<file path="config.mk">
export PLATFORM = sky130hd
export DESIGN_NAME = pressure_temp_readout_regs
export DESIGN_NICKNAME = d
export VERILOG_FILES = /design/src/readout_pkg.sv /design/src/pressure_temp_readout_regs.sv
export SDC_FILE = /design/constraint.sdc
export NUM_CORES = 1
export LEC_CHECK = 0
export BUFFER_PORTS_ARGS = -buffer_cell sky130_fd_sc_hd__buf_2
export CORE_AREA = 2 2 133 135
export DETAILED_ROUTE_END_ITERATION = 10
export DIE_AREA = 0 0 135 137
export PLACE_DENSITY = 0.81
export RECOVER_POWER = 100
export SETUP_SLACK_MARGIN = 0.15
export SKIP_CTS_REPAIR_TIMING = 1
export SYNTH_ARGS = -nofsm -noshare
export SYNTH_HDL_FRONTEND = slang
export SYNTH_SLANG_ARGS = --single-unit
</file>
<file path="constraint.sdc">
create_clock -name clk_i -period 5.62 [get_ports clk_i]
set_input_delay 0.562 -clock clk_i [delete_from_list [all_inputs] [get_ports clk_i]]
set_output_delay 0.562 -clock clk_i [all_outputs]
set_load 0.05 [all_outputs]
</file>
<file path="src/readout_pkg.sv">
// Constants, types and register map of the pressure and temperature readout block.
// How it works
// - Pressure result is 24 bits in three bytes, high byte at lowest address.
// - Temperature result is 16 bits in two bytes, high byte at lower address.
// - Idle field counts 62.5 ms steps between periodic conversions, used only then.
// - Writing start flag one with select code 010 or 011 begins conversion; hardware clears it at end, except periodic.
// - Select code 010 runs temperature then pressure once.
// - Select code 011 repeats that pair, separated by the idle interval.
// - Pressure MSB one means negative; signed value is raw minus 2^24.
// - Temperature is two's complement, LSB 1/256 degree Celsius.
// - Format bit one gives unsigned output, but only with raw output selected.
// - Raw bit zero places calibrated data in results, one places raw data.
// - Diagnostics bit one runs the diagnosis function; this is the reset value.
// - Gain code n sets channel gain to two to the power n.
// - Oversampling code maps to ratios 1024X..8192X, 256X, 512X, 16384X, 32768X.
// - Swap bit exchanges positive and negative sensor inputs.
// - Device answers on the two-wire bus at address 0x6D.
// - Device acknowledges its address by pulling data low in the ninth clock.
package readout_pkg;
   // -----------------------------------------------------------------
   // Timing
   // -----------------------------------------------------------------
   localparam real CLK_PERIOD_NS = 4.0;
   localparam real SLEEP_STEP_MS = 62.5;
   localparam int SLEEP_STEP_CYC = int'(SLEEP_STEP_MS * 1.0e6 / CLK_PERIOD_NS);
   localparam real CONV_TIME_MS = 4.0;
   localparam int CONV_CYC = int'(CONV_TIME_MS * 1.0e6 / CLK_PERIOD_NS);
   // -----------------------------------------------------------------
   // Bus address and register offsets
   // -----------------------------------------------------------------
   localparam logic [6:0] DEV_ADDR = 7'h6d;
   localparam logic [7:0] PRES_H = 8'h06;
   localparam logic [7:0] PRES_M = 8'h07;
   localparam logic [7:0] PRES_L = 8'h08;
   localparam logic [7:0] TEMP_H = 8'h09;
   localparam logic [7:0] TEMP_L = 8'h0a;
   localparam logic [7:0] CMD_ADDR = 8'h30;
   localparam logic [7:0] SYS_ADDR = 8'ha5;
   localparam logic [7:0] PCFG_ADDR = 8'ha6;
   // -----------------------------------------------------------------
   // Reset values and fields
   // -----------------------------------------------------------------
   localparam logic [7:0] CMD_RST = 8'h00;
   localparam logic [7:0] SYS_RST = 8'h01;
   localparam logic [7:0] PCFG_RST = 8'h00;
   localparam int CMD_SCO = 3;
   localparam int SYS_DIAG = 0;
   localparam int SYS_RAW = 1;
   localparam int SYS_UNI = 2;
   localparam int PCFG_SWAP = 7;
   localparam logic [2:0] CTRL_COMBINED = 3'h2;
   localparam logic [2:0] CTRL_SLEEP = 3'h3;
   localparam logic [3:0] BITS_PER_BYTE = 4'h8;
   localparam logic [3:0] LAST_BIT = 4'h7;
   // -----------------------------------------------------------------
   // State encodings
   // -----------------------------------------------------------------
   typedef enum logic [7:0] {
      I_IDLE = 8'h01, I_ADDR = 8'h02, I_AACK = 8'h04, I_REG = 8'h08,
      I_SACK = 8'h10, I_WDATA = 8'h20, I_RDATA = 8'h40, I_RACK = 8'h80
   } bus_state_e;
   typedef enum logic [4:0] {
      C_IDLE = 5'h01, C_TEMP = 5'h02, C_PRES = 5'h04, C_DONE = 5'h08,
      C_SLEEP = 5'h10
   } conv_state_e;
endpackage

</file>
<file path="src/pressure_temp_readout_regs.sv">
// Two-wire register slave with conversion sequencer and result registers.
`timescale 1ns/1ps
module pressure_temp_readout_regs #(
   parameter int unsigned STEP_CYCLES = readout_pkg::SLEEP_STEP_CYC,
   parameter int unsigned CONV_CYCLES = readout_pkg::CONV_CYC
) (
   // Clock and reset.
   input wire logic clk_i,
   input wire logic rst_b_i,
   // Two-wire bus pins.
   input wire logic scl_i,
   input wire logic sda_i,
   output logic sda_o,
   output logic sda_oe_o,
   // Converter data.
   input wire logic [23:0] cal_pressure_i,
   input wire logic [15:0] cal_temperature_i,
   input wire logic [23:0] raw_pressure_i,
   input wire logic [15:0] raw_temperature_i,
   // Front-end control.
   output logic conv_temp_o,
   output logic conv_pres_o,
   output logic [7:0] gain_o,
   output logic [15:0] osr_o,
   output logic swap_inputs_o,
   output logic diag_enable_o
);
   import readout_pkg::*;

   // -----------------------------------------------------------------
   // State
   // -----------------------------------------------------------------
   typedef struct packed {
      logic scl_m;
      logic scl_s;
      logic scl_d;
      logic sda_m;
      logic sda_s;
      logic sda_d;
      bus_state_e st;
      logic [3:0] bitcnt;
      logic [7:0] shreg;
      logic rw;
      logic [7:0] ptr;
      logic oe;
      logic [7:0] cmd;
      logic [7:0] sys;
      logic [7:0] pcfg;
      logic [23:0] pres;
      logic [15:0] temp;
      conv_state_e cs;
      logic [31:0] timer;
      logic cvt_t;
      logic cvt_p;
      logic [7:0] gain;
      logic [15:0] osr;
   } state_s;

   state_s cur;
   state_s next;
   logic rise;
   logic fall;
   logic start;
   logic stop;

   // -----------------------------------------------------------------
   // Functions
   // -----------------------------------------------------------------
   // Register read decode; unmapped offsets read as zero.
   function automatic logic [7:0] reg_read(input logic [7:0] a, input state_s s);
      logic [7:0] r;
      r = 8'h00;
      unique case (a)
         PRES_H: r = s.pres[23:16];
         PRES_M: r = s.pres[15:8];
         PRES_L: r = s.pres[7:0];
         TEMP_H: r = s.temp[15:8];
         TEMP_L: r = s.temp[7:0];
         CMD_ADDR: r = s.cmd;
         SYS_ADDR: r = s.sys;
         PCFG_ADDR: r = s.pcfg;
         default: r = 8'h00;
      endcase
      return r;
   endfunction

   // Output format; temperature uses the top 16 bits.
   function automatic logic [23:0] fmt(input logic [23:0] cal, input logic [23:0] raw,
                                       input logic [7:0] sys);
      logic [23:0] f;
      f = cal;
      if (sys[SYS_RAW]) begin
         f = {raw[23] ^ sys[SYS_UNI], raw[22:0]};
      end
      return f;
   endfunction

   // Oversampling ratio from its code.
   function automatic logic [15:0] osr_ratio(input logic [2:0] c);
      logic [15:0] r;
      r = 16'h0400;
      unique case (c)
         3'h0: r = 16'h0400;
         3'h1: r = 16'h0800;
         3'h2: r = 16'h1000;
         3'h3: r = 16'h2000;
         3'h4: r = 16'h0100;
         3'h5: r = 16'h0200;
         3'h6: r = 16'h4000;
         3'h7: r = 16'h8000;
      endcase
      return r;
   endfunction

   // -----------------------------------------------------------------
   // Bus conditions from synchronised pins
   // -----------------------------------------------------------------
   // Only the second and delayed stages are looked at.
   assign rise = cur.scl_s & ~cur.scl_d;
   assign fall = ~cur.scl_s & cur.scl_d;
   assign start = cur.scl_s & cur.scl_d & cur.sda_d & ~cur.sda_s;
   assign stop = cur.scl_s & cur.scl_d & ~cur.sda_d & cur.sda_s;

   // -----------------------------------------------------------------
   // Next state
   // -----------------------------------------------------------------
   // Sequencer first, then bus, so a bus write overrides a hardware clear.
   always_comb begin
      logic wr;
      logic [7:0] rd;
      logic [23:0] f;
      wr = 1'b0;
      rd = reg_read(cur.ptr, cur);
      f = 24'h000000;
      next = cur;
      next.scl_m = scl_i;
      next.scl_s = cur.scl_m;
      next.scl_d = cur.scl_s;
      next.sda_m = sda_i;
      next.sda_s = cur.sda_m;
      next.sda_d = cur.sda_s;

      // Conversion sequencer.
      unique case (cur.cs)
         C_IDLE: begin
            if (cur.cmd[CMD_SCO]) begin
               if (cur.cmd[2:0] == CTRL_COMBINED || cur.cmd[2:0] == CTRL_SLEEP) begin
                  next.cs = C_TEMP;
                  next.timer = 32'(CONV_CYCLES - 1);
               end else begin
                  next.cmd[CMD_SCO] = 1'b0;
               end
            end
         end
         C_TEMP: begin
            if (!cur.cmd[CMD_SCO]) begin
               next.cs = C_IDLE;
            end else if (cur.timer == 32'd0) begin
               f = fmt({cal_temperature_i, 8'h00}, {raw_temperature_i, 8'h00}, cur.sys);
               next.temp = f[23:8];
               next.cs = C_PRES;
               next.timer = 32'(CONV_CYCLES - 1);
            end else begin
               next.timer = cur.timer - 32'd1;
            end
         end
         C_PRES: begin
            if (!cur.cmd[CMD_SCO]) begin
               next.cs = C_IDLE;
            end else if (cur.timer == 32'd0) begin
               next.pres = fmt(cal_pressure_i, raw_pressure_i, cur.sys);
               next.cs = C_DONE;
            end else begin
               next.timer = cur.timer - 32'd1;
            end
         end
         C_DONE: begin
            if (cur.cmd[CMD_SCO] && cur.cmd[2:0] == CTRL_SLEEP) begin
               if (cur.cmd[7:4] == 4'h0) begin
                  next.cs = C_TEMP;
                  next.timer = 32'(CONV_CYCLES - 1);
               end else begin
                  next.cs = C_SLEEP;
                  next.timer = 32'(cur.cmd[7:4]) * 32'(STEP_CYCLES) - 32'd1;
               end
            end else begin
               next.cmd[CMD_SCO] = 1'b0;
               next.cs = C_IDLE;
            end
         end
         C_SLEEP: begin
            if (!cur.cmd[CMD_SCO]) begin
               next.cs = C_IDLE;
            end else if (cur.timer == 32'd0) begin
               next.cs = C_TEMP;
               next.timer = 32'(CONV_CYCLES - 1);
            end else begin
               next.timer = cur.timer - 32'd1;
            end
         end
         default: next.cs = C_IDLE;
      endcase

      // Two-wire slave.
      if (start) begin
         next.st = I_ADDR;
         next.bitcnt = 4'h0;
         next.oe = 1'b0;
      end else if (stop) begin
         next.st = I_IDLE;
         next.oe = 1'b0;
      end else begin
         unique case (cur.st)
            I_IDLE: next.oe = 1'b0;
            I_ADDR, I_REG, I_WDATA: begin
               if (rise && cur.bitcnt != BITS_PER_BYTE) begin
                  next.shreg = {cur.shreg[6:0], cur.sda_s};
                  next.bitcnt = cur.bitcnt + 4'h1;
               end else if (fall && cur.bitcnt == BITS_PER_BYTE) begin
                  if (cur.st == I_ADDR) begin
                     if (cur.shreg[7:1] == DEV_ADDR) begin
                        next.st = I_AACK;
                        next.oe = 1'b1;
                        next.rw = cur.shreg[0];
                     end else begin
                        next.st = I_IDLE;
                     end
                  end else begin
                     if (cur.st == I_REG) begin
                        next.ptr = cur.shreg;
                     end else begin
                        wr = 1'b1;
                        next.ptr = cur.ptr + 8'h01;
                     end
                     next.st = I_SACK;
                     next.oe = 1'b1;
                  end
               end
            end
            I_SACK: begin
               if (fall) begin
                  next.st = I_WDATA;
                  next.oe = 1'b0;
                  next.bitcnt = 4'h0;
               end
            end
            I_AACK, I_RACK: begin
               if (cur.st == I_RACK && rise && cur.sda_s) begin
                  next.st = I_IDLE;
               end else if (fall && cur.rw) begin
                  next.shreg = rd;
                  next.oe = ~rd[7];
                  next.ptr = cur.ptr + 8'h01;
                  next.bitcnt = 4'h0;
                  next.st = I_RDATA;
               end else if (fall) begin
                  next.st = I_REG;
                  next.oe = 1'b0;
                  next.bitcnt = 4'h0;
               end
            end
            I_RDATA: begin
               if (fall) begin
                  if (cur.bitcnt == LAST_BIT) begin
                     next.st = I_RACK;
                     next.oe = 1'b0;
                  end else begin
                     next.shreg = {cur.shreg[6:0], 1'b0};
                     next.oe = ~cur.shreg[6];
                     next.bitcnt = cur.bitcnt + 4'h1;
                  end
               end
            end
            default: next.st = I_IDLE;
         endcase
      end

      // Register writes; result registers are read only.
      if (wr) begin
         unique case (cur.ptr)
            CMD_ADDR: next.cmd = cur.shreg;
            SYS_ADDR: next.sys = cur.shreg;
            PCFG_ADDR: next.pcfg = cur.shreg;
            default: next.sys = next.sys;
         endcase
      end

      // Front-end control outputs.
      next.cvt_t = (next.cs == C_TEMP);
      next.cvt_p = (next.cs == C_PRES);
      next.gain = 8'h01 << cur.pcfg[5:3];
      next.osr = osr_ratio(cur.pcfg[2:0]);
   end

   // -----------------------------------------------------------------
   // Registers
   // -----------------------------------------------------------------
   // Synchronous active-low reset to constants; pins idle high.
   always_ff @(posedge clk_i) begin
      if (!rst_b_i) begin
         cur <= '0;
         cur.scl_m <= 1'b1;
         cur.scl_s <= 1'b1;
         cur.scl_d <= 1'b1;
         cur.sda_m <= 1'b1;
         cur.sda_s <= 1'b1;
         cur.sda_d <= 1'b1;
         cur.st <= I_IDLE;
         cur.cs <= C_IDLE;
         cur.cmd <= CMD_RST;
         cur.sys <= SYS_RST;
         cur.pcfg <= PCFG_RST;
         cur.gain <= 8'h01;
         cur.osr <= 16'h0400;
      end else begin
         cur <= next;
      end
   end

   // -----------------------------------------------------------------
   // Outputs
   // -----------------------------------------------------------------
   // Open-drain data: only ever drives low.
   assign sda_o = cur.sda_d & 1'b0;
   assign sda_oe_o = cur.oe;
   assign conv_temp_o = cur.cvt_t;
   assign conv_pres_o = cur.cvt_p;
   assign gain_o = cur.gain;
   assign osr_o = cur.osr;
   assign swap_inputs_o = cur.pcfg[PCFG_SWAP];
   assign diag_enable_o = cur.sys[SYS_DIAG];

   // -----------------------------------------------------------------
   // Assertions
   // -----------------------------------------------------------------
   // Helper for the assertions: a command write on this cycle.
   logic wr_cmd;
   assign wr_cmd = (cur.st == I_WDATA) && fall && (cur.bitcnt == BITS_PER_BYTE) &&
                   (cur.ptr == CMD_ADDR);
endmodule // pressure_temp_readout_regs

</file>
== Yosys cells after proc, flatten, opt, wreduce, memory -nomap -nowiden ==
Memories as Yosys holds them, arrays and structs flattened. A register that Yosys moved wholly into a read port is not among the register bits.
Index checks and enable logic that the tools add are counted.
Widths: inputs -> output; s select.
Word-level totals
  logic and storage cells: 212
  flip-flop bits (word level): 163
  memory bits (read-only): 64
  input bits: 84
  output and inout port bits: 30
  memories kept: 1
Memories
  (name not given): depth 8, width 8, rd ports 1, clocked after memory_dff 1, wr ports 0, RTL line pressure_temp_readout_regs.sv:102  | unique case (c)
Operators by class
  multipliers: 1
  shift operators: 1
  mux-type cells: 72
  add/sub/neg operators: 4
  reductions and logical operators: 33
  bitwise logic cells: 20
  equal/unequal tests: 55
Operators with widths (count)
  $mux 32: 5
  $pmux 32 s4: 1
  $mux 37: 3
  $mux 8: 11
  $mux 12: 6
  $pmux 8 s8: 1
  $mux 24: 2
  $mux 20: 2
  $pmux 8 s5: 1
  $mux 5: 7
  $eq 8x4->1 const B: 4
  $logic_not 32->1: 1
  $sub 32x1->32 const B: 1
  $ne 2x2->1 const B: 15
  $sub 28x1->29 const B: 1
  $ne 4x4->1 const B: 7
  $reduce_and 7->1: 4
  $mul 4x21->25 const B: 1
  $pmux 5 s5: 1
  $eq 8x3->1 const B: 3
  $eq 8x8->1 const B: 3
  $pmux 8 s3: 1
  $reduce_and 8->1: 3
  $mux 21: 1
  47 further kinds: 101

== Depth between registers and ports, before layout ==
  depth in word-level cells: 9
  mapped depth: 15
  gate-level depth less buffers: 15

== Worst setup path after synthesis ==
OpenSTA, ideal clock, no wires.
  path kind: flip-flop to flip-flop
  start: reg cur[125] (netlist name)
  end: reg cur[54] (netlist name)
  data required time: 5.525 ns
  clock period less this slack: 3.853 ns
  arrival: 3.758 ns
  buffers on the path: 1
  setup time: 0.095 ns
  cell stages (with the launch flop): 15
  setup slack: 1.767 ns
  path through: dfxtp_1 > inv_1 > ha_1 > fa_1 > ha_1 > clkbuf_1 > nand4_1 > or3_1 > nor3_1 > or3_1 > xnor2_1 > nor4b_1 > nand3_1 > nand3b_1 > o311ai_1
Between the ends
  word-level cells in the longest chain between the ends: 5
  elaborated cells on any way between the ends: 6
  those cells by class: 1 x add/sub; 1 x mul; 3 x mux; 1 x reduce/logical
Ends and longest elaborated chain
  start, declared: RTL line pressure_temp_readout_regs.sv:59  | state_s cur;
  start signal, assigned: RTL line pressure_temp_readout_regs.sv:316  | cur <= next;
  $mul 4x21->25: RTL line pressure_temp_readout_regs.sv:184  | next.timer = 32'(cur.cmd[7:4]) * 32'(STEP_CYCLES) - 32'd1;
  $sub 28x1->29: RTL line pressure_temp_readout_regs.sv:184
  $mux 37 *: RTL line pressure_temp_readout_regs.sv:179  | if (cur.cmd[7:4] == 4'h0) begin
  $mux 32 *: RTL line pressure_temp_readout_regs.sv:178  | if (cur.cmd[CMD_SCO] && cur.cmd[2:0] == CTRL_SLEEP) begin
  $pmux 32 s4 *: RTL line pressure_temp_readout_regs.sv:144  | unique case (cur.cs)
Mark *: on every way between the ends. The rest lies on a longest branch, timed or not. The select of a mux whose other input is x is not followed.
A chain may end at the register's enable or synchronous reset.

== Worst setup path in the final report ==
  start: reg cur[123] (netlist name)
  end: reg cur[53] (netlist name)
Same word-level chain as after synthesis.

==> impl_metrics.json <==
{
  "die-width_um": 135,
  "grt_max_degree": 98,
  "ys_seq_elements": 155,
  "min_delay_path_depth": 2,
  "route.antenna.remaining_nets": 0,
  "drt_pre_antenna_iters": 7,
  "power.switching_fraction_pct": 26.35,
  "max_freq_ghz": 0.2120,
  "leakage_dissipation_nw": 4.416,
  "first_global_vias": 9090,
  "wl_cell_um": 17.07,
  "power.share.sequential_pct": 46.9,
  "synth-seq-area-share_pct": 30.62,
  "period_minus_slack_ns": 4.716,
  "total_setup_violations_reported_at_the_end_of_the_flow": 0,
  "detailedPlacementHpwl_um": 19470,
  "slew_viol_final": 133,
  "busiest_layer": "met2",
  "synth_top_family_by_area": "simple AND/OR/NAND/NOR gates",
  "synth_top_cell_area_share_pct": 30.62,
  "worstPathRequired_ns": 5.87,
  "worst-r2r-setup-slack_ns": 0.90,
  "met1_usage_pct": 36.07,
  "timing.max_slew.rel_slack_pct": -30.12,
  "hold_worst_path_end": "cur[159]",
  "cap_violations": 2,
  "critical_path.reg2reg.endpoint": "cur[53]",
  "placementRows": 48,
  "power_density_mw_per_mm2": 213.7,
  "detail_route.wirelength_um": 27160,
  "worst_skew_pair.late_latency_ns": 0.44,
  "yosys_warn_count": 0,
  "grt_util_met2_pct": 51.89,
  "synth-xor-area-share_pct": 5.013,
  "p_int_mw": 1.741,
  "finalHoldViolations": 0,
  "clk_path_buf_depth": 2,
  "rsz0062_at_grt": "false",
  "tritoncts.num_buffers": 17,
  "synthDistinctLibCells": 84,
  "grt.met3_usage_pct": 4.259,
  "synth_enable_flop_cells": 0,
  "fin_setup_tns_ns": 0,
  "mostFrequentLayoutCell": "nor2_1",
  "fin_total_pwr_mw": 2.363,
  "failed_checks": "max-capacitance violations, max-slew violations",
  "cts-htree-levels": 4,
  "timing.setup.critical_path_class": "reg -> reg",
  "worstHoldStart": "sda_i",
  "floorplan.die_area_mm2": 0.01850,
  "post_synth_and_or_nand_nor_area_fraction_pct": 25.21,
  "grt_first_pass_wirelength_um": 43840,
  "gpl.final_weighted_congestion": 0.9258,
  "worst_setup_path_start_kind": "flop",
  "antenna_found_initial": 0,
  "synth_flop_cell": "dfxtp_1",
  "num_antenna_cells": 0,
  "timing.hold.worst.class": "in -> reg",
  "synth_top_cells_by_area": "dfxtp_1, nor2_1, a21oi_1",
  "track_usage_pct": 29.40,
  "core_area_mm2": 0.01706,
  "start_util_pct": 59.41,
  "area.growth.synth_to_final_pct": 9.137,
  "critPathMaxFanout": 15,
  "top_level_ports": 114,
  "vias": 9846,
  "synth_async_sr_flop_share_pct": 0,
  "synth-compound-area-share_pct": 21.08,
  "synth_fa_ha_area_share_pct": 6.939,
  "detail_route.drc_violations": 0,
  "grt.overflow.total": 0,
  "syn-instance-count": 1312,
  "cts_tree": "yes",
  "cts_root_buffer": "clkbuf_16",
  "clkSinkCount": 155,
  "die_height_um": 137,
  "worst_reg2reg_path_startpoint": "cur[123]",
  "detail_route.vias_per_cell": 6.189,
  "synth.mux.area_fraction_pct": 5.136,
  "synthesis.area_per_instance_um2": 7.724,
  "path_clk_slew_ns": 0.07,
  "fin_crit_sh_pct": 83.91,
  "total_switching_power_uw": 622.7,
  "drt_iter0_drc": 1063,
  "mappedNetlistArea_mm2": 0.01013,
  "depth_of_the_worst_register_to_register_path": 12,
  "outcome": "finished, violations left",
  "synth_area_leader_cell": "dfxtp_1",
  "post_route_cells_drive_above_1_share_pct": 10.32,
  "peakVddDrop_uv": 230.2,
  "layout.cells.most_common_list": "nor2_1, dfxtp_1, a21oi_1",
  "timing.clock.skew_ns": 0.01171,
  "worst_setup_path_end_kind": "flop",
  "tightest_slew_ns": 1.952,
  "design.final.nets": 1489,
  "arrival_time_worst_endpoint_ns": 4.96,
  "pwr-share-clk_pct": 48.7,
  "power.share.combinational_pct": 4.4,
  "port_buffer_count": 104
}
-- critical path, stage by stage, from the launching register on --
cell,delay [ns]
dfxtp_1,0.76
inv_1,0.24
ha_1,0.42
ha_1,0.37
or2_2,0.33
a31oi_1,0.38
o21ai_0,0.22
xnor2_1,0.33
o2111ai_1,0.22
nor4_1,0.77
nand4_1,0.20
mux2i_1,0.20
o31ai_1,0.09
-- logic make-up (layout without fill, tap and decap cells) --
| kind of cell | count (synthesis) | after routing |
|---|---|---|
| other | 1 | 9 |
| adder cells (fa/ha/maj) | 52 | 52 |
| buffers and inverters | 130 | 176 |
| multiplexers | 52 | 52 |
| AO/OA/AOI/OAI | 335 | 335 |
| AND/OR/NAND/NOR | 529 | 529 |
| XOR/XNOR | 58 | 58 |
| flip-flops | 155 | 155 |
-- layer usage --
layer	vias to the layer above	routed length (um)
met4	0	840
met2	432	13390
li1	4772	-
met3	77	1652
met1	4565	11280
met5	-	0
-- power groups by stage --
stage | logic [mW] | clock network, mW | registers, mW
6_report | 0.104 | 1.15 | 1.11
5_1_grt | 0.115 | 1.21 | 1.11
3_3_place_gp | 0.104 | 0 | 1.13
4_1_cts | 0.106 | 1.16 | 1.11
3_5_place_dp | 0.105 | 0 | 1.13
2_1_floorplan | 0.0710 | 0 | 1.13
-- through the flow --
stage / hold WS [ns] / worst slack (ns) / utilization, % / instance area, um^2 / std cells
finish: 0.3135 / 0.9041 / 64.84 / 11060 / 1591
floorplan: 0.3863 / 1.767 / - / 10160 / 1320
detailed placement: 0.3926 / 1.144 / 61.80 / 10540 / 1559
global placement: 0.4008 / 1.310 / 61.80 / 10540 / 1559
CTS: 0.3103 / 1.129 / 65.27 / 11130 / 1591
global route: 0.3124 / 0.4583 / 64.84 / 11060 / 1591
-- flip-flops by register name, indices dropped and copies added (netlist names) --
register,cells
conv_pres_o,1
conv_temp_o,1
cur,134
diag_enable_o,1
gain_o,8
osr_o,8
sda_oe_o,1
swap_inputs_o,1
-- worst max-delay path by stage --
stage | start | endpoint | cells past startpoint
floorplan | cur[125] | cur[54] | 14
global placement | cur[123] | cur[53] | 12
detailed placement | cur[123] | cur[53] | 12
CTS | cur[123] | cur[53] | 12
global route | cur[123] | cur[51] | 12
finish | cur[123] | cur[53] | 12
-- cell usage after synthesis (7+ instances only) --
master,instances
nor2_1,196
dfxtp_1,155
a21oi_1,120
nand2_1,100
clkbuf_1,61
o21ai_0,54
mux2i_1,52
nor3_1,52
nand3_1,48
ha_1,45
xnor2_1,34
inv_1,33
buf_4,26
a31oi_1,25
xor2_1,24
a22oi_1,23
nand2b_1,17
and2_1,15
a211oi_1,13
nand3b_1,11
nor4_1,11
a221oi_1,10
nand4_1,10
o22ai_1,10
nor2b_1,9
or2_2,9
o211ai_1,8
o21ai_1,8
a22o_1,7
fa_1,7
-- cell type report --
cell class                 instances  area [um^2]
sequential                       155         3104
clock buffer                      17        425.4
timing repair buffer             110        525.5
tap                              225        281.5
inverter                          34        127.6
fill                            1476         5997
clock inverter                    15        167.7
multi-input combinational       1035         6427
Power figures use the tool's default switching activity.
